[config.mk]
export PLATFORM = sky130hd
export DESIGN_NAME = ssps_port
export DESIGN_NICKNAME = d
export VERILOG_FILES = /design/src/ssps_pkg.sv /design/src/ssps_port.sv
export VERILOG_INCLUDE_DIRS = /design/src
export SDC_FILE = /design/constraint.sdc
export NUM_CORES = 1
export LEC_CHECK = 0
export BUFFER_PORTS_ARGS = -buffer_cell sky130_fd_sc_hd__buf_2
export CAP_MARGIN = 25
export CORE_UTILIZATION = 51
export CTS_CLUSTER_SIZE = 40
export DETAILED_ROUTE_END_ITERATION = 12
export GPL_ROUTABILITY_DRIVEN = 0
export PLACE_DENSITY_LB_ADDON = 0.05
export SETUP_SLACK_MARGIN = 0.02
export SLEW_MARGIN = 10
export SYNTH_ARGS = -nofsm -noshare
export SYNTH_HDL_FRONTEND = slang
export SYNTH_SLANG_ARGS = --single-unit
[constraint.sdc]
create_clock -name I_CLOCK -period 1.55 [get_ports I_CLOCK]
set_input_delay 0.31 -clock I_CLOCK [delete_from_list [all_inputs] [get_ports I_CLOCK]]
set_output_delay 0.31 -clock I_CLOCK [all_outputs]
set_load 0.02 [all_outputs]
[src/ssps_params.svh]
`ifndef SSPS_PARAMS_SVH
`define SSPS_PARAMS_SVH
// Notes on behaviour
// - Eight bits shift in and out together
// - All four clock polarity/edge modes supported
// - Shift on master clock; flag at last bit
// - Select mode only when mode field is 4
// - Select low enables shifting and drives output
// - Select high floats output three core cycles later, mid-byte too
// - Port reset clears bit counter
// - Output pin as input never transmits
// - Master clocks freeze in sleep, resume
// - Idle peripheral clock may run slower
// - Done flag with enable wakes device
// - Slave receives in any power mode
// - Device reset disables port, aborts transfer
// - Sample phase bit picks sample point
`define SSPS_ADDR_BUFFER   2'h0
`define SSPS_ADDR_CONTROL  2'h1
`define SSPS_ADDR_STATUS   2'h2
`define SSPS_ADDR_FLAGS    2'h3
`define SSPS_CTL_WRITE_COLLISION      7
`define SSPS_CTL_OVF       6
`define SSPS_CTL_EN        5
`define SSPS_CTL_CKP       4
`define SSPS_STA_SMP       7
`define SSPS_STA_CKE       6
`define SSPS_STA_BF        0
`define SSPS_MODE_SLV_SEL  4'h4
`define SSPS_MODE_SLV_NSEL 4'h5
`define SSPS_BITS          4'h8
`define SSPS_RESET_BYTE    8'h00
`endif

[src/ssps_pkg.sv]
package ssps_pkg;
  typedef struct packed {
    logic       clk;
    logic       sel_b;
    logic       din;
  } ssps_link_s;
  typedef struct packed {
    logic [1:0] addr;
    logic [7:0] wdata;
    logic       wr;
    logic       rd;
  } ssps_bus_s;
  typedef enum logic [1:0] {
    SSPS_IDLE = 2'b00,
    SSPS_SHIFT = 2'b01,
    SSPS_DONE = 2'b10
  } ssps_state_e;
endpackage : ssps_pkg

[src/ssps_port.sv]
`timescale 1ns/1ps
`include "ssps_params.svh"
module ssps_port (
  input  wire logic       I_CLOCK,
  input  wire logic       I_RST_B,
  input  wire logic [1:0] I_ADDR,
  input  wire logic [7:0] I_WDATA,
  input  wire logic       I_WR,
  input  wire logic       I_RD,
  output logic      [7:0] O_RDATA,
  input  wire logic       I_SCK,
  input  wire logic       I_SEL_B,
  input  wire logic       I_SDI,
  input  wire logic       I_SDO_AS_INPUT,
  output logic            O_SDO,
  output logic            O_SDO_OE,
  output logic            O_PORT_DONE_FLAG,
  output logic            O_WAKE
);
  ssps_pkg::ssps_bus_s  bus;
  ssps_pkg::ssps_link_s s1_r;
  ssps_pkg::ssps_link_s s2_r;
  ssps_pkg::ssps_state_e st_r;
  logic       sck_d_r;
  logic [7:0] ctl_r;
  logic [7:0] sta_r;
  logic [7:0] buf_r;
  logic [7:0] sh_r;
  logic [3:0] cnt_r;
  logic       flag_r;
  logic       irq_en_r;
  logic       smp_bit_r;
  logic       enable;
  logic       sel_mode;
  logic       port_rst;
  logic       lead_edge;
  logic       trail_edge;
  logic       samp_edge;
  logic       shift_edge;
  logic       sck_rise;
  logic       sck_fall;
  logic       done;
  logic       buf_wr;
  logic       buf_rd;
  assign bus = '{addr: I_ADDR, wdata: I_WDATA, wr: I_WR, rd: I_RD};
  assign enable   = ctl_r[`SSPS_CTL_EN];
  assign sel_mode = ctl_r[3:0] == `SSPS_MODE_SLV_SEL;
  assign port_rst = !enable || (sel_mode && s2_r.sel_b);
  assign sck_rise = s2_r.clk && !sck_d_r;
  assign sck_fall = !s2_r.clk && sck_d_r;
  // leading edge leaves idle level; edge-select one samples on it
  assign lead_edge  = ctl_r[`SSPS_CTL_CKP] ? sck_fall : sck_rise;
  assign trail_edge = ctl_r[`SSPS_CTL_CKP] ? sck_rise : sck_fall;
  assign shift_edge = sta_r[`SSPS_STA_CKE] ? trail_edge : lead_edge;
  assign samp_edge  = sta_r[`SSPS_STA_CKE] ? lead_edge : trail_edge;
  assign done   = samp_edge && !port_rst && cnt_r == `SSPS_BITS - 4'h1;
  assign buf_wr = bus.wr && bus.addr == `SSPS_ADDR_BUFFER;
  assign buf_rd = bus.rd && bus.addr == `SSPS_ADDR_BUFFER;
  // Pins come from the master clock domain; two flops before use
  always_ff @(posedge I_CLOCK) begin
    if (!I_RST_B) begin
      s1_r <= '1;
      s2_r <= '1;
      sck_d_r <= 1'b1; // Matches synchroniser reset, no false edge
    end else begin
      s1_r <= '{clk: I_SCK, sel_b: I_SEL_B, din: I_SDI};
      s2_r <= s1_r;
      sck_d_r <= s2_r.clk;
    end
  end
  // Sample phase one takes the data bit from one core cycle before the sample edge
  always_ff @(posedge I_CLOCK) begin
    if (!I_RST_B) begin
      smp_bit_r <= 1'b0;
    end else begin
      smp_bit_r <= sta_r[`SSPS_STA_SMP] ? s2_r.din : smp_bit_r;
    end
  end
  // Shift engine, runs without any core power gating
  // no master mode; shifting follows only the far clock
  always_ff @(posedge I_CLOCK) begin
    if (!I_RST_B) begin
      cnt_r <= 4'h0;
      sh_r  <= `SSPS_RESET_BYTE;
      st_r  <= ssps_pkg::SSPS_IDLE;
    end else if (port_rst) begin
      cnt_r <= 4'h0;
      st_r  <= ssps_pkg::SSPS_IDLE;
      if (buf_wr) begin
        sh_r <= bus.wdata;
      end
    end else if (buf_wr && cnt_r == 4'h0) begin
      sh_r <= bus.wdata;
    end else if (samp_edge) begin
      sh_r  <= {sh_r[6:0], sta_r[`SSPS_STA_SMP] ? smp_bit_r : s2_r.din};
      cnt_r <= done ? 4'h0 : cnt_r + 4'h1;
      st_r  <= done ? ssps_pkg::SSPS_DONE : ssps_pkg::SSPS_SHIFT;
    end else if (st_r == ssps_pkg::SSPS_DONE) begin
      st_r <= ssps_pkg::SSPS_IDLE;
    end
  end
  // Output bit changes on the shift edge; tristate on select high in select mode
  always_ff @(posedge I_CLOCK) begin
    if (!I_RST_B) begin
      O_SDO    <= 1'b0;
      O_SDO_OE <= 1'b0;
    end else begin
      O_SDO_OE <= enable && !I_SDO_AS_INPUT && !(sel_mode && s2_r.sel_b);
      if (cnt_r == 4'h0 && !shift_edge) begin
        O_SDO <= sh_r[7];
      end else if (shift_edge) begin
        O_SDO <= sh_r[7];
      end
    end
  end
  // Control register with collision and overflow flags
  always_ff @(posedge I_CLOCK) begin
    if (!I_RST_B) begin
      ctl_r <= `SSPS_RESET_BYTE;
    end else if (bus.wr && bus.addr == `SSPS_ADDR_CONTROL) begin
      ctl_r <= bus.wdata;
      if (done && sta_r[`SSPS_STA_BF]) begin
        ctl_r[`SSPS_CTL_OVF] <= 1'b1;
      end
    end else begin
      if (done && sta_r[`SSPS_STA_BF]) begin
        ctl_r[`SSPS_CTL_OVF] <= 1'b1;
      end
      if (buf_wr && cnt_r != 4'h0) begin
        ctl_r[`SSPS_CTL_WRITE_COLLISION] <= 1'b1;
      end
    end
  end
  // Status: sample phase and edge select writable, full flag set by hardware
  always_ff @(posedge I_CLOCK) begin
    if (!I_RST_B) begin
      sta_r <= `SSPS_RESET_BYTE;
    end else begin
      if (bus.wr && bus.addr == `SSPS_ADDR_STATUS) begin
        sta_r[`SSPS_STA_SMP] <= bus.wdata[`SSPS_STA_SMP];
        sta_r[`SSPS_STA_CKE] <= bus.wdata[`SSPS_STA_CKE];
      end
      if (done && !sta_r[`SSPS_STA_BF]) begin
        sta_r[`SSPS_STA_BF] <= 1'b1;
      end else if (buf_rd) begin
        sta_r[`SSPS_STA_BF] <= 1'b0;
      end
    end
  end
  // New byte is dropped if the last one was not read: overflow
  always_ff @(posedge I_CLOCK) begin
    if (!I_RST_B) begin
      buf_r <= `SSPS_RESET_BYTE;
    end else if (done && !sta_r[`SSPS_STA_BF]) begin
      buf_r <= {sh_r[6:0], sta_r[`SSPS_STA_SMP] ? smp_bit_r : s2_r.din};
    end
  end
  // Done flag: set wins over software clear
  always_ff @(posedge I_CLOCK) begin
    if (!I_RST_B) begin
      flag_r   <= 1'b0;
      irq_en_r <= 1'b0;
    end else begin
      if (bus.wr && bus.addr == `SSPS_ADDR_FLAGS) begin
        irq_en_r <= bus.wdata[1];
      end
      if (done) begin
        flag_r <= 1'b1;
      end else if (bus.wr && bus.addr == `SSPS_ADDR_FLAGS && !bus.wdata[0]) begin
        flag_r <= 1'b0;
      end
    end
  end
  always_ff @(posedge I_CLOCK) begin
    if (!I_RST_B) begin
      O_PORT_DONE_FLAG <= 1'b0;
      O_WAKE           <= 1'b0;
    end else begin
      O_PORT_DONE_FLAG <= flag_r;
      O_WAKE           <= flag_r && irq_en_r;
    end
  end
  always_ff @(posedge I_CLOCK) begin
    if (!I_RST_B) begin
      O_RDATA <= `SSPS_RESET_BYTE;
    end else if (bus.rd) begin
      case (bus.addr)
        `SSPS_ADDR_BUFFER:  O_RDATA <= buf_r;
        `SSPS_ADDR_CONTROL: O_RDATA <= ctl_r;
        `SSPS_ADDR_STATUS:  O_RDATA <= sta_r;
        `SSPS_ADDR_FLAGS:   O_RDATA <= {6'h00, irq_en_r, flag_r};
        default:            O_RDATA <= `SSPS_RESET_BYTE;
      endcase
    end else begin
      O_RDATA <= `SSPS_RESET_BYTE;
    end
  end
endmodule : ssps_port

After elaboration in Yosys (flattened, before gate mapping)
Index checks and enable logic that the tools add are counted.
W data, S select, Z words.
{"block": "totals", "ff_bits": 53, "latch_bits": 0, "ramBits": 0, "romBits": 0, "output_inout_bits": 12, "word_cells": 95, "n_memories": 0}
{"block": "classes", "addsub": 1, "multipliers": 0, "div": 0, "magnitude_cmp": 0, "n_eq_ne": 6, "n_shift": 0, "muxes": 21, "bitwise": 2, "reduce_logical": 42}
{"op": "$mux W8", "count": 4}
{"op": "$pmux W8 S4", "count": 1}
{"op": "$logic_and A1 B1 Y1", "count": 19}
{"op": "$mux W1", "count": 14}
{"op": "$reduce_bool A2 Y1", "count": 5}
{"op": "$logic_not A1 Y1", "count": 9}
{"op": "$eq A4 B3 Y1 const B", "count": 2}
{"op": "$reduce_and A2 Y1", "count": 3}
{"op": "$add A4 B1 Y4 const B", "count": 1}
{"op": "$eq A2 B2 Y1 const B", "count": 2}
{"op": "$logic_not A4 Y1", "count": 1}
{"op": "$mux W4", "count": 1}
{"op": "$reduce_bool A4 Y1", "count": 1}
{"op": "$reduce_bool A3 Y1", "count": 1}
{"op": "$eq A2 B1 Y1 const B", "count": 1}
{"op": "$logic_not A2 Y1", "count": 1}
{"op": "$mux W2", "count": 1}
{"op": "$ne A2 B1 Y1 const B", "count": 1}
{"op": "$not A1 Y1", "count": 2}
{"op": "$reduce_or A2 Y1", "count": 1}
{"op": "$logic_or A1 B1 Y1", "count": 1}

Depth between registers and ports, before layout
Gate-level depths: netlist of the first run.
{"block": "logic_depth", "ltp_word": 9, "ltp_mapped": 7, "mapped_depth_nobuf": 6}

Worst setup path before layout of the first run
No wires, ideal clock.
{"block": "synth_path", "path_type": "reg-to-reg", "startpoint": "reg cnt_r[0]", "endpoint": "reg sh_r[0]", "setup_ns": 0.101, "arrival_ns": 1.507, "t_required_ns": 1.449, "slack_ns": -0.058, "path_stages_with_launch": 7, "n_path_buf": 0, "period_less_slack_ns": 1.608, "cell_sequence": "dfxtp_1 > inv_1 > ha_1 > or3b_4 > o211ai_2 > a22oi_1 > o41ai_1"}
{"block": "synth_via", "elab_chain_cells": 4, "word_cells_on_any_way": 6}
{"element": "start: declaration", "line": "ssps_port.sv:29", "text": "logic [3:0] cnt_r;"}
{"element": "start signal: assignment", "line": "ssps_port.sv:96", "text": "cnt_r <= done ? 4'h0 : cnt_r + 4'h1;"}
{"element": "$logic_not A4 Y1 (*)", "line": "ssps_port.sv:92", "text": "end else if (buf_wr && cnt_r == 4'h0) begin"}
{"element": "$logic_and A1 B1 Y1 (*)", "line": "ssps_port.sv:92"}
{"element": "$reduce_bool A3 Y1 (no source line) or $mux W8 (tied branches)"}
{"element": "$reduce_and A2 Y1 (no source line) or $mux W8 (tied branches)"}
{"element": "end signal: assignment", "line": "ssps_port.sv:90", "text": "sh_r <= bus.wdata;"}
{"element": "end signal: assignment", "line": "ssps_port.sv:93", "text": "sh_r <= bus.wdata;"}
{"element": "end signal: assignment", "line": "ssps_port.sv:95", "text": "sh_r <= {sh_r[6:0], sta_r[`SSPS_STA_SMP] ? smp_bit_r : s2_r.din};"}
{"element": "end: declaration", "line": "ssps_port.sv:28", "text": "logic [7:0] sh_r;"}
Mark *: on every way between the ends. The rest lies on a longest branch, timed or not.
A chain may end at the register's enable or synchronous reset.

Final worst setup path of the first run
{"block": "layout_path", "startpoint": "reg sta_r[6]", "endpoint": "reg buf_r[1]"}
{"block": "layout_via", "elab_chain_cells": 4}
{"element": "start: declaration", "line": "ssps_port.sv:26", "text": "logic [7:0] sta_r;"}
{"element": "start signal: assignment", "line": "ssps_port.sv:137", "text": "sta_r <= `SSPS_RESET_BYTE;"}
{"element": "start signal: indexed assignment", "line": "ssps_port.sv:140", "text": "sta_r[`SSPS_STA_SMP] <= bus.wdata[`SSPS_STA_SMP];"}
{"element": "start signal: indexed assignment", "line": "ssps_port.sv:141", "text": "sta_r[`SSPS_STA_CKE] <= bus.wdata[`SSPS_STA_CKE];"}
{"element": "$mux W1", "line": "ssps_port.sv:55", "text": "assign samp_edge = sta_r[`SSPS_STA_CKE] ? lead_edge : trail_edge;"}
{"element": "$logic_and A1 B1 Y1 (2 in series)", "line": "ssps_port.sv:56", "text": "assign done = samp_edge && !port_rst && cnt_r == `SSPS_BITS - 4'h1;"}
{"element": "$logic_and A1 B1 Y1", "line": "ssps_port.sv:154", "text": "end else if (done && !sta_r[`SSPS_STA_BF]) begin"}
{"element": "end signal: assignment", "line": "ssps_port.sv:153", "text": "buf_r <= `SSPS_RESET_BYTE;"}
{"element": "end signal: assignment", "line": "ssps_port.sv:155", "text": "buf_r <= {sh_r[6:0], sta_r[`SSPS_STA_SMP] ? smp_bit_r : s2_r.din};"}
{"element": "end: declaration", "line": "ssps_port.sv:27", "text": "logic [7:0] buf_r;"}
No other way between the ends.

==> results of run 1 <==
-- layout make-up --
class                           instances  area, µm²
Multi-Input combinational cell        178       1320
Clock inverter                          3       43.8
Fill cell                             352       1270
Tap cell                               52       65.1
Sequential cell                        53       1070
Timing Repair Buffer                   71        499
Inverter                                5       18.8
Clock buffer                            5       68.8
-- power by group through the flow --
| stage | sequential [W] | combinational, W | clock [W] |
|---|---|---|---|
| floorplan | 0.00144 | 0.000139 | 0 |
| global placement | 0.00145 | 0.000241 | 0 |
| detailed placement | 0.00145 | 0.000242 | 0 |
| CTS | 0.00142 | 0.000262 | 0.000970 |
| global route | 0.00142 | 0.000309 | 0.00104 |
| finish | 0.00142 | 0.000287 | 0.000958 |
-- through the flow --
step | setup slack [ps] | power, W | hold WS [ps]
final | -137 | 0.00266 | 141
after floorplan | 7.34 | 0.00158 | 382
after global routing | -228 | 0.00278 | 136
after detailed placement | -174 | 0.00169 | 395
after global placement | -111 | 0.00169 | 391
after CTS | -96.6 | 0.00265 | 138
-- layer usage --
layer,global-route usage (%),vias up
li1,-,1022
met1,34.1,991
met2,40.3,52
met3,5.23,8
met4,7.94,0
met5,0,-
-- cells in the final DEF (no fill, tap or decap), types with 5 or more instances in the layout --
cell type and count:
clkbuf_8 5, nand3_1 13, mux2i_1 18, dfxtp_1 49, o21ai_0 12, buf_6 7
nand2_1 37, a21oi_1 17, buf_2 29, buf_4 34, a311oi_2 6, nor2_1 16
nand2b_1 7
-- registers in the layout, indices dropped and copies added (netlist names) --
register	cells
s2_r	3
sta_r	3
sh_r	8
sck_d_r	1
cnt_r	4
ctl_r	8
O_SDO_OE	1
O_PORT_DONE_FLAG	1
O_WAKE	1
smp_bit_r	1
s1_r	3
flag_r	1
buf_r	8
O_SDO	1
irq_en_r	1
O_RDATA	8
-- cells by family (layout without fill, tap and decap cells) --
family	count (synthesis)	in the layout	synth area share, %
XOR/XNOR	1	1	0.705
buffers and inverters	20	84	4.50
flip-flops	53	53	46.0
AO/OA/AOI/OAI	60	60	17.4
multiplexers	22	22	10.2
AND/OR/NAND/NOR	93	93	20.1
adder cells (fa/ha/maj)	2	2	1.08
-- worst max path at each step --
stage / startpoint / to / slack, ps / cells after the start
after detailed placement: sta_r[6]$_SDFFE_PN0P_ / sh_r[5]$_SDFFE_PN0P_ / -170 / 5
after global placement: cnt_r[1]$_SDFFE_PP0P_ / cnt_r[2]$_SDFFE_PP0P_ / -110 / 7
after global routing: sta_r[6]$_SDFFE_PN0P_ / buf_r[0]$_SDFFE_PN0P_ / -230 / 7
after CTS: sta_r[6]$_SDFFE_PN0P_ / buf_r[1]$_SDFFE_PN0P_ / -100 / 7
after floorplan: cnt_r[1]$_SDFFE_PP0P_ / sh_r[1]$_SDFFE_PN0P_ / 7 / 6
final: sta_r[6]$_SDFFE_PN0P_ / buf_r[1]$_SDFFE_PN0P_ / -140 / 7
-- what timing repair did --
item / 4_1_cts / 5_1_grt
buffers inserted: 4 / 2
hold buffers: 0 / 0
pin swaps: 16 / 10
endpoints found under the setup margin: 19 / 21
resized for setup: 21 / 12
==> results.json, run 1 <==
{
  "outcome": "complete, but fails checks",
  "violations": "negative setup slack",
  "ff2ff_setup_slack_ps": -140,
  "setup_ws_ps": -137,
  "dr_wl_met2_um": 2840,
  "area_growth_pct": 33.5,
  "fin_crit_sh_pct": 109,
  "synth_top_area_share_pct": 46.0,
  "dp_cells": 353,
  "drt_iter0_markers": 135,
  "rsz0062_at_grt": "true",
  "switchingPower_w": 0.000653,
  "synthCells": 251,
  "reg2regPathDepth": 7,
  "syn_area_per_cell_um2": 9.19,
  "wl_met1_um": 2690,
  "io_buffer_count": 29,
  "timing.slew.headroom_pct": 76.6,
  "path_cells": "xor2_2, buf_4, mux2i_2, nor4b_2, buf_4, buf_12, mux2i_1",
  "synth_most_common_cell": "dfxtp_1",
  "crit_arrival_ps": 1930,
  "dp_hpwl_um": 4050,
  "cts_tree": "built",
  "cts_sinks": 53,
  "grt_pass1_wl_um": 9520,
  "synth_top_area_cell": "dfxtp_1",
  "drcViolationCount": 0,
  "powerDensity_nw_per_um2": 865,
  "worstSetupPathType": "reg -> reg",
  "ys_top_cells_by_count": "53 x dfxtp_1, 37 x nand2_1, 19 x a21oi_1, 19 x mux2i_1, 16 x nor2_1",
  "die_h_um": 69.3,
  "min_to": "O_SDO_OE$_SDFF_PN0_",
  "p_sw_share_pct": 24.5,
  "h-tree-depth": 2,
  "ys_seq_area_share_pct": 46.0,
  "ys_warn_count": 0,
  "syn_area_um2": 2310,
  "die_w_um": 69.3,
  "num_antenna_cells": 0,
  "cts_root_buf": "clkbuf_8",
  "period_needed_ps": 1690,
  "antenna_found_initial": 0,
  "vias": 2073,
  "crit_path_top_delay_cell": "dfxtp_2",
  "tns_ps": -1560,
  "gr-total-overflow": 0,
  "cp_common_cell": "buf_4",
  "crit_path_max_incr_delay_ps": 350,
  "cp_num_buf_inv": 3,
  "leakage_nw": 1.19,
  "ios": 30,
  "met3_length_um": 234,
  "slew_viol_final": 0,
  "dr.pass1.iters": 4,
  "rows": 24,
  "place_area_um2": 2760,
  "first_global_vias": 1930,
  "startpoint_type": "flip-flop",
  "timing.rr.end": "buf_r[1]$_SDFFE_PN0P_",
  "cp_top_family": "buffers and inverters",
  "hold_viol": 0,
  "clk_pin_slew_ps": 100,
  "required_ps": 1790,
  "highest_layer": "met4",
  "drv_cap": 0,
  "vias_per_cell": 5.65,
  "fmax_mhz": 593,
  "hold_class": "in -> reg",
  "skew_ps": 6.87,
  "clkPwrFrac_pct": 36.0,
  "ys_ff_latch": 53,
  "final_cells": 367,
  "wirelength_um": 5860,
  "synth_cell_type_count": 44,
  "p_int_w": 0.00201,
  "synthTopCellsByArea": "dfxtp_1 46%, mux2i_1 8.2%, nand2_1 6.0%",
  "synthFlopType": "dfxtp_1",
  "start_util_pct": 53.0,
  "fin_nets": 334,
  "worst_slew_pin_slew_ps": 344,
  "drive_gt1_share_pct": 37.8,
  "antenna_left": 0,
  "grtUsageTotal_pct": 25.2,
  "clock_path_buffers": 2,
  "core_um2": 4350,
  "worstHoldStart": "I_SDO_AS_INPUT",
  "crit_fanout": 8,
  "setup_viol": 19,
  "stdcell_area_um2": 3080,
  "endpoint_kind": "flip-flop",
  "dieArea_um2": 4800,
  "synth_edf_count": 0,
  "wire_per_inst_um": 16.0,
  "holdPathStages": 2,
  "cts_made_buffers": 5,
  "power_frac_seq_pct": 53.3,
  "worstSkewPairLatency_ps": 310,
  "syn_nets": 271,
  "r2r_start": "sta_r[6]$_SDFFE_PN0P_",
  "grt_start_max_net_pins": 19,
  "ir_drop_uv": 614,
  "comb_power_share_pct": 10.8,
  "finalCoreUtilization_pct": 70.7,
  "async_flop_share_pct": 0
}
Power figures use the tool's default switching activity.
==> inputs of run 2 (changes only) <==
Settings changed: PLACE_DENSITY set to 0.75, PLACE_DENSITY_LB_ADDON 0.05 to not set.
==> run 2 against run 1 <==
The flow still finishes with violations (negative setup slack). Non-clock buffer count up 7. Hold slack worse by 9.5 ps. Final area rose by 2.9%. Power shrank 3.5%. Largest cell class unchanged. Highest routed layer unchanged.
==> results.json, run 2 (synthesis results as in run 1) <==
{
  "gr-total-overflow": 0,
  "hold_class": "in -> reg",
  "grt_start_max_net_pins": 20,
  "cts_sinks": 53,
  "clock_path_buffers": 2,
  "reg2regPathDepth": 8,
  "period_needed_ps": 1680,
  "slew_viol_final": 0,
  "mostFrequentLayoutCell": "dfxtp_1",
  "fin_crit_sh_pct": 109,
  "die_w_um": 69.3,
  "powerDensity_nw_per_um2": 811,
  "ios": 30,
  "required_ps": 1770,
  "setup_viol": 19,
  "core_um2": 4350,
  "fin_nets": 341,
  "crit_path_top_delay_cell": "or3b_4",
  "clk_pin_slew_ps": 100,
  "outcome": "complete, but fails checks",
  "num_antenna_cells": 0,
  "antenna_found_initial": 0,
  "fillCellCount": 307,
  "antenna_left": 0,
  "drv_cap": 0,
  "drcViolationCount": 0,
  "dp_cells": 358,
  "dr.pass1.iters": 4,
  "startpoint_type": "flip-flop",
  "area_growth_pct": 37.4,
  "violations": "negative setup slack",
  "ff2ff_setup_slack_ps": -130,
  "timing.slew.headroom_pct": 78.6,
  "grtUsageTotal_pct": 26.8,
  "crit_arrival_ps": 1910,
  "crit_path_max_incr_delay_ps": 400,
  "final_cells": 374,
  "hold_viol": 0,
  "fmax_mhz": 594,
  "setup.worst_path.start": "cnt_r[0]$_SDFFE_PP0P_",
  "power.total_w": 0.00257,
  "drive_gt1_share_pct": 41.0,
  "tns_ps": -1750,
  "drt_iter0_markers": 160,
  "path_cells": "buf_6, inv_4, ha_4, or3b_4, o211ai_4, buf_12, a221oi_2, a311oi_1",
  "grt_pass1_wl_um": 9910,
  "cts_tree": "built",
  "skew_ps": 4.99,
  "crit_end": "sh_r[2]$_SDFFE_PN0P_",
  "setup_ws_ps": -134,
  "wire_per_inst_um": 16.3,
  "worst_slew_pin_slew_ps": 318,
  "start_util_pct": 53.0,
  "ir_drop_uv": 701,
  "final_cell_mix": "49 x dfxtp_1, 39 x buf_4, 37 x nand2_1",
  "cts_made_buffers": 5,
  "place_area_um2": 2820,
  "vias_per_cell": 5.75,
  "io_buffer_count": 29,
  "rsz0062_at_grt": "true",
  "h-tree-depth": 2,
  "first_global_vias": 2042,
  "wirelength_um": 6080,
  "dieArea_um2": 4800,
  "vias": 2151,
  "r2r_start": "cnt_r[0]$_SDFFE_PP0P_",
  "stdcell_area_um2": 3170,
  "cts_root_buf": "clkbuf_8",
  "timing.rr.end": "sh_r[2]$_SDFFE_PN0P_",
  "rows": 24,
  "endpoint_kind": "flip-flop",
  "worstSetupPathType": "reg -> reg",
  "die_h_um": 69.3,
  "leakage_nw": 1.23,
  "worstSkewPairLatency_ps": 320,
  "dp_hpwl_um": 4220,
  "crit_fanout": 6
}
==> run 2: cell types whose count changed in the layout (fill, tap and decap cells not counted), moves of 3 or more <==
cell,change
a311oi_2,-4
a311oi_1,+4
a21oi_2,+3
buf_4,+5
a21oi_1,-3
==> run 2: where the power goes <==
group          internal [W]  total (W)  switching (W)
clock              0.000372   0.000853       0.000482
combinational      0.000142   0.000300       0.000158
sequential          0.00139    0.00142      0.0000234
total               0.00191    0.00257       0.000663
==> run 2: layout make-up <==
type / instances / area (µm²) / share of cell area, %
Multi-Input combinational cell: 178 / 1340 / 42.2
Sequential cell: 53 / 1070 / 33.6
Timing Repair Buffer: 78 / 577 / 18.2
Clock buffer: 6 / 82.6 / 2.61
Tap cell: 52 / 65.1 / 2.05
Inverter: 5 / 23.8 / 0.750
Clock inverter: 2 / 17.5 / 0.553
==> run 2: how the worst min path moves through the flow <==
stage                       start             endpoint  slack [ps]  cells after the start
6_report           I_SDO_AS_INPUT  O_SDO_OE$_SDFF_PN0_         130                      2
5_1_grt            I_SDO_AS_INPUT  O_SDO_OE$_SDFF_PN0_         130                      2
4_1_cts            I_SDO_AS_INPUT  O_SDO_OE$_SDFF_PN0_         120                      2
3_5_place_dp   s1_r[1]$_SDFF_PN1_   s2_r[1]$_SDFF_PN1_         400                      1
3_3_place_gp   s1_r[0]$_SDFF_PN1_   s2_r[0]$_SDFF_PN1_         390                      1
2_1_floorplan      I_SDO_AS_INPUT  O_SDO_OE$_SDFF_PN0_         380                      1
==> run 2: stage by stage <==
stage | utilization [%] | worst slack [ps] | hold WS [ps]
6_report | 72.8 | -134 | 132
4_1_cts | 70.7 | -124 | 123
2_1_floorplan | - | 7.34 | 382
5_1_grt | 72.8 | -229 | 127
3_5_place_dp | 64.8 | -290 | 402
3_3_place_gp | 64.6 | -559 | 388
==> run 2: per-layer routing <==
metal  up-vias  wire, µm  track usage, %
met5         -         0               0
met1      1034      2610            33.8
met2        64      3020            44.8
li1       1042         -               -
met4         0       121            10.9
met3        11       329            5.23
==> run 2: what timing repair did <==
item / 4_1_cts / 5_1_grt
pin swaps: 20 / 3
setup buffers: 6 / 2
gates resized for setup: 26 / 17
hold buffers: 0 / 0
endpoints found under the setup margin: 23 / 23
==> run 2: critical path: cells and delay by family, from the launching register on <==
family | cells | cell delay (ps)
AO/OA/AOI/OAI | 3 | 400
adder cells (fa/ha/maj) | 1 | 120
buffers and inverters | 3 | 320
flip-flops | 1 | 340
AND/OR/NAND/NOR | 1 | 400
==> inputs of run 3 (changes only) <==
--- a/config.mk
+++ b/config.mk
@@ -8,3 +8,3 @@
 export LEC_CHECK = 0
-export BUFFER_PORTS_ARGS = -buffer_cell sky130_fd_sc_hd__buf_2
+export BUFFER_PORTS_ARGS = -buffer_cell sky130_fd_sc_hd__buf_4
 export CAP_MARGIN = 25
==> constraint.sdc (replaced) <==
create_clock -name I_CLOCK -period 1.55 [get_ports I_CLOCK]
set_input_delay 0.155 -clock I_CLOCK [delete_from_list [all_inputs] [get_ports I_CLOCK]]
set_output_delay 0.155 -clock I_CLOCK [all_outputs]
set_load 0.02 [all_outputs]
==> run 3 against run 2 <==
The run still ends with negative setup slack left. Final area fell by 3.0%. Sequential cell count did not move. Critical path depth did not move. Non-clock buffer count fell by 9. Wire length fell by 1.1%. Utilization fell by 2.2 points. Clock power fell by 12%. Via count fell by 1.9%. Die area did not move. Global-route usage fell by 1.4 points. First-iteration DRC count fell by 0.63%. Critical endpoint is now sh_r[6]$_SDFFE_PN0P_. Largest power group unchanged. Highest routed layer unchanged.
==> results.json, run 3 (synthesis results as in run 1) <==
{
  "outcome": "complete, but fails checks",
  "worst_slew_pin_slew_ps": 328,
  "clk_pin_slew_ps": 90,
  "hold_ws_ps": 22.9,
  "mostFrequentLayoutCell": "buf_4",
  "wirelength_um": 6010,
  "vias": 2111,
  "post-place-ws_ps": -135,
  "fillCellCount": 360,
  "worstSkewPairLatency_ps": 310,
  "antenna_left": 0,
  "dp_cells": 349,
  "grt.busiest_layer": "met2",
  "met2_usage_pct": 43.0,
  "cp_top_family": "compound AO/OA/AOI/OAI gates",
  "met1_usage_pct": 31.6,
  "crit_path_top_delay_cell": "or3b_4",
  "drive_gt1_share_pct": 34.8,
  "endpoint_kind": "flip-flop",
  "tns_ps": -2500,
  "use_met3_pct": 4.51,
  "startpoint_type": "flip-flop",
  "drv_cap": 0,
  "crit_path_max_incr_delay_ps": 410,
  "grt_pass1_wl_um": 9430,
  "area_growth_pct": 33.2,
  "die_h_um": 69.3,
  "timing.slew.headroom_pct": 77.9,
  "hold_viol": 0,
  "ios": 30,
  "cts_sinks": 53,
  "slew_viol_final": 0,
  "ir_drop_uv": 442,
  "fin_crit_sh_pct": 114,
  "wire_per_inst_um": 16.5,
  "worstSetupPathType": "reg -> reg",
  "io_buffer_count": 29,
  "fin_nets": 332,
  "final_cells": 365,
  "path_cells": "inv_4, ha_4, or3b_4, o211ai_4, buf_12, buf_6, a221oi_2, a311oi_2",
  "dr.pass1.iters": 5,
  "fmax_mhz": 567,
  "core_um2": 4350,
  "cp_num_buf_inv": 3,
  "gr-total-overflow": 0,
  "hold_class": "in -> reg",
  "violations": "negative setup slack",
  "start_util_pct": 53.0,
  "setup_ws_ps": -215,
  "crit_arrival_ps": 1970,
  "finalCoreUtilization_pct": 70.6,
  "cts_tree": "built",
  "first_global_vias": 1984,
  "drt_iter0_markers": 159,
  "rsz0062_at_grt": "true",
  "grt_start_max_net_pins": 19,
  "crit_fanout": 3,
  "powerDensity_nw_per_um2": 793,
  "multi_input_area_um2": 1280,
  "dieArea_um2": 4800,
  "dp_hpwl_um": 4050,
  "num_antenna_cells": 0,
  "antenna_found_initial": 0,
  "grtUsageTotal_pct": 25.3,
  "h-tree-depth": 2,
  "drcViolationCount": 0,
  "cts_made_buffers": 5,
  "cts_root_buf": "clkbuf_8",
  "skew_ps": 8.94,
  "rows": 24,
  "die_w_um": 69.3,
  "period_needed_ps": 1760,
  "ff_latch_area_um2": 1080,
  "clock_path_buffers": 2,
  "leakage_nw": 1.17,
  "final_cell_mix": "63 x buf_4, 49 x dfxtp_1, 37 x nand2_1",
  "vias_per_cell": 5.78,
  "required_ps": 1760,
  "setup_viol": 17
}
-- run 3: changes by cell type in the layout (fill, tap and decap cells not counted), moves of 4 or more --
cell / previous run / this run
a221oi_1: 1 / 5
a221oi_2: 6 / 2
buf_2: 29 / 0
buf_4: 39 / 63
dfxtp_2: 4 / 0
dfxtp_4: 0 / 4
-- run 3: stage by stage --
step | power, W | instance area [µm²]
after floorplan | 0.00158 | 2350
after global placement | 0.00170 | 2790
after detailed placement | 0.00170 | 2790
after CTS | 0.00244 | 2950
after global routing | 0.00254 | 3070
final | 0.00244 | 3070
-- run 3: what timing repair did --
| item | 4_1_cts | 5_1_grt |
|---|---|---|
| setup buffers | 3 | 4 |
| setup endpoints to repair | 18 | 22 |
| hold buffers | 1 | 0 |
| gates resized for setup | 14 | 16 |
| pin swaps | 12 | 10 |
| hold endpoints to repair | 1 | 0 |
-- run 3: power by group --
group	switching [W]	leakage, nW	total, W	internal [W]
combinational	0.000144	0.687	0.000276	0.000132
clock	0.000436	0.0450	0.000750	0.000314
sequential	0.0000246	0.434	0.00141	0.00139
total	0.000605	1.17	0.00244	0.00183
-- run 3: cell type report --
cell class,count,area share (%)
multi-input cells,178,41.6
well taps,52,2.12
flip-flops and latches,53,35.0
repair buffers,69,17.8
inverters,5,0.774
clock inverters,2,0.326
clock buffers,6,2.36
-- run 3: per-layer routing --
layer,up-vias,wire length [µm]
met2,63,3000
met3,12,314
li1,1015,-
met4,0,102
met1,1021,2600
met5,-,0
-- run 3: final timing paths --
check,startpoint,to,slack (ps),cells after the start
setup reg to reg,cnt_r[0]$_SDFFE_PP0P_,sh_r[6]$_SDFFE_PN0P_,-210,8
hold reg to reg,s1_r[2]$_SDFF_PN1_,s2_r[2]$_SDFF_PN1_,410,1
setup / recovery,cnt_r[0]$_SDFFE_PP0P_,sh_r[6]$_SDFFE_PN0P_,-210,8
hold / removal,I_SDI,s1_r[0]$_SDFF_PN1_,20,2
-- run 3: worst register-to-register path: stages (launching register included) --
cell and delay [ps]:
dfxtp_4 380, inv_4 60, ha_4 120, or3b_4 410
o211ai_4 130, buf_12 140, buf_6 90, a221oi_2 60
a311oi_2 280
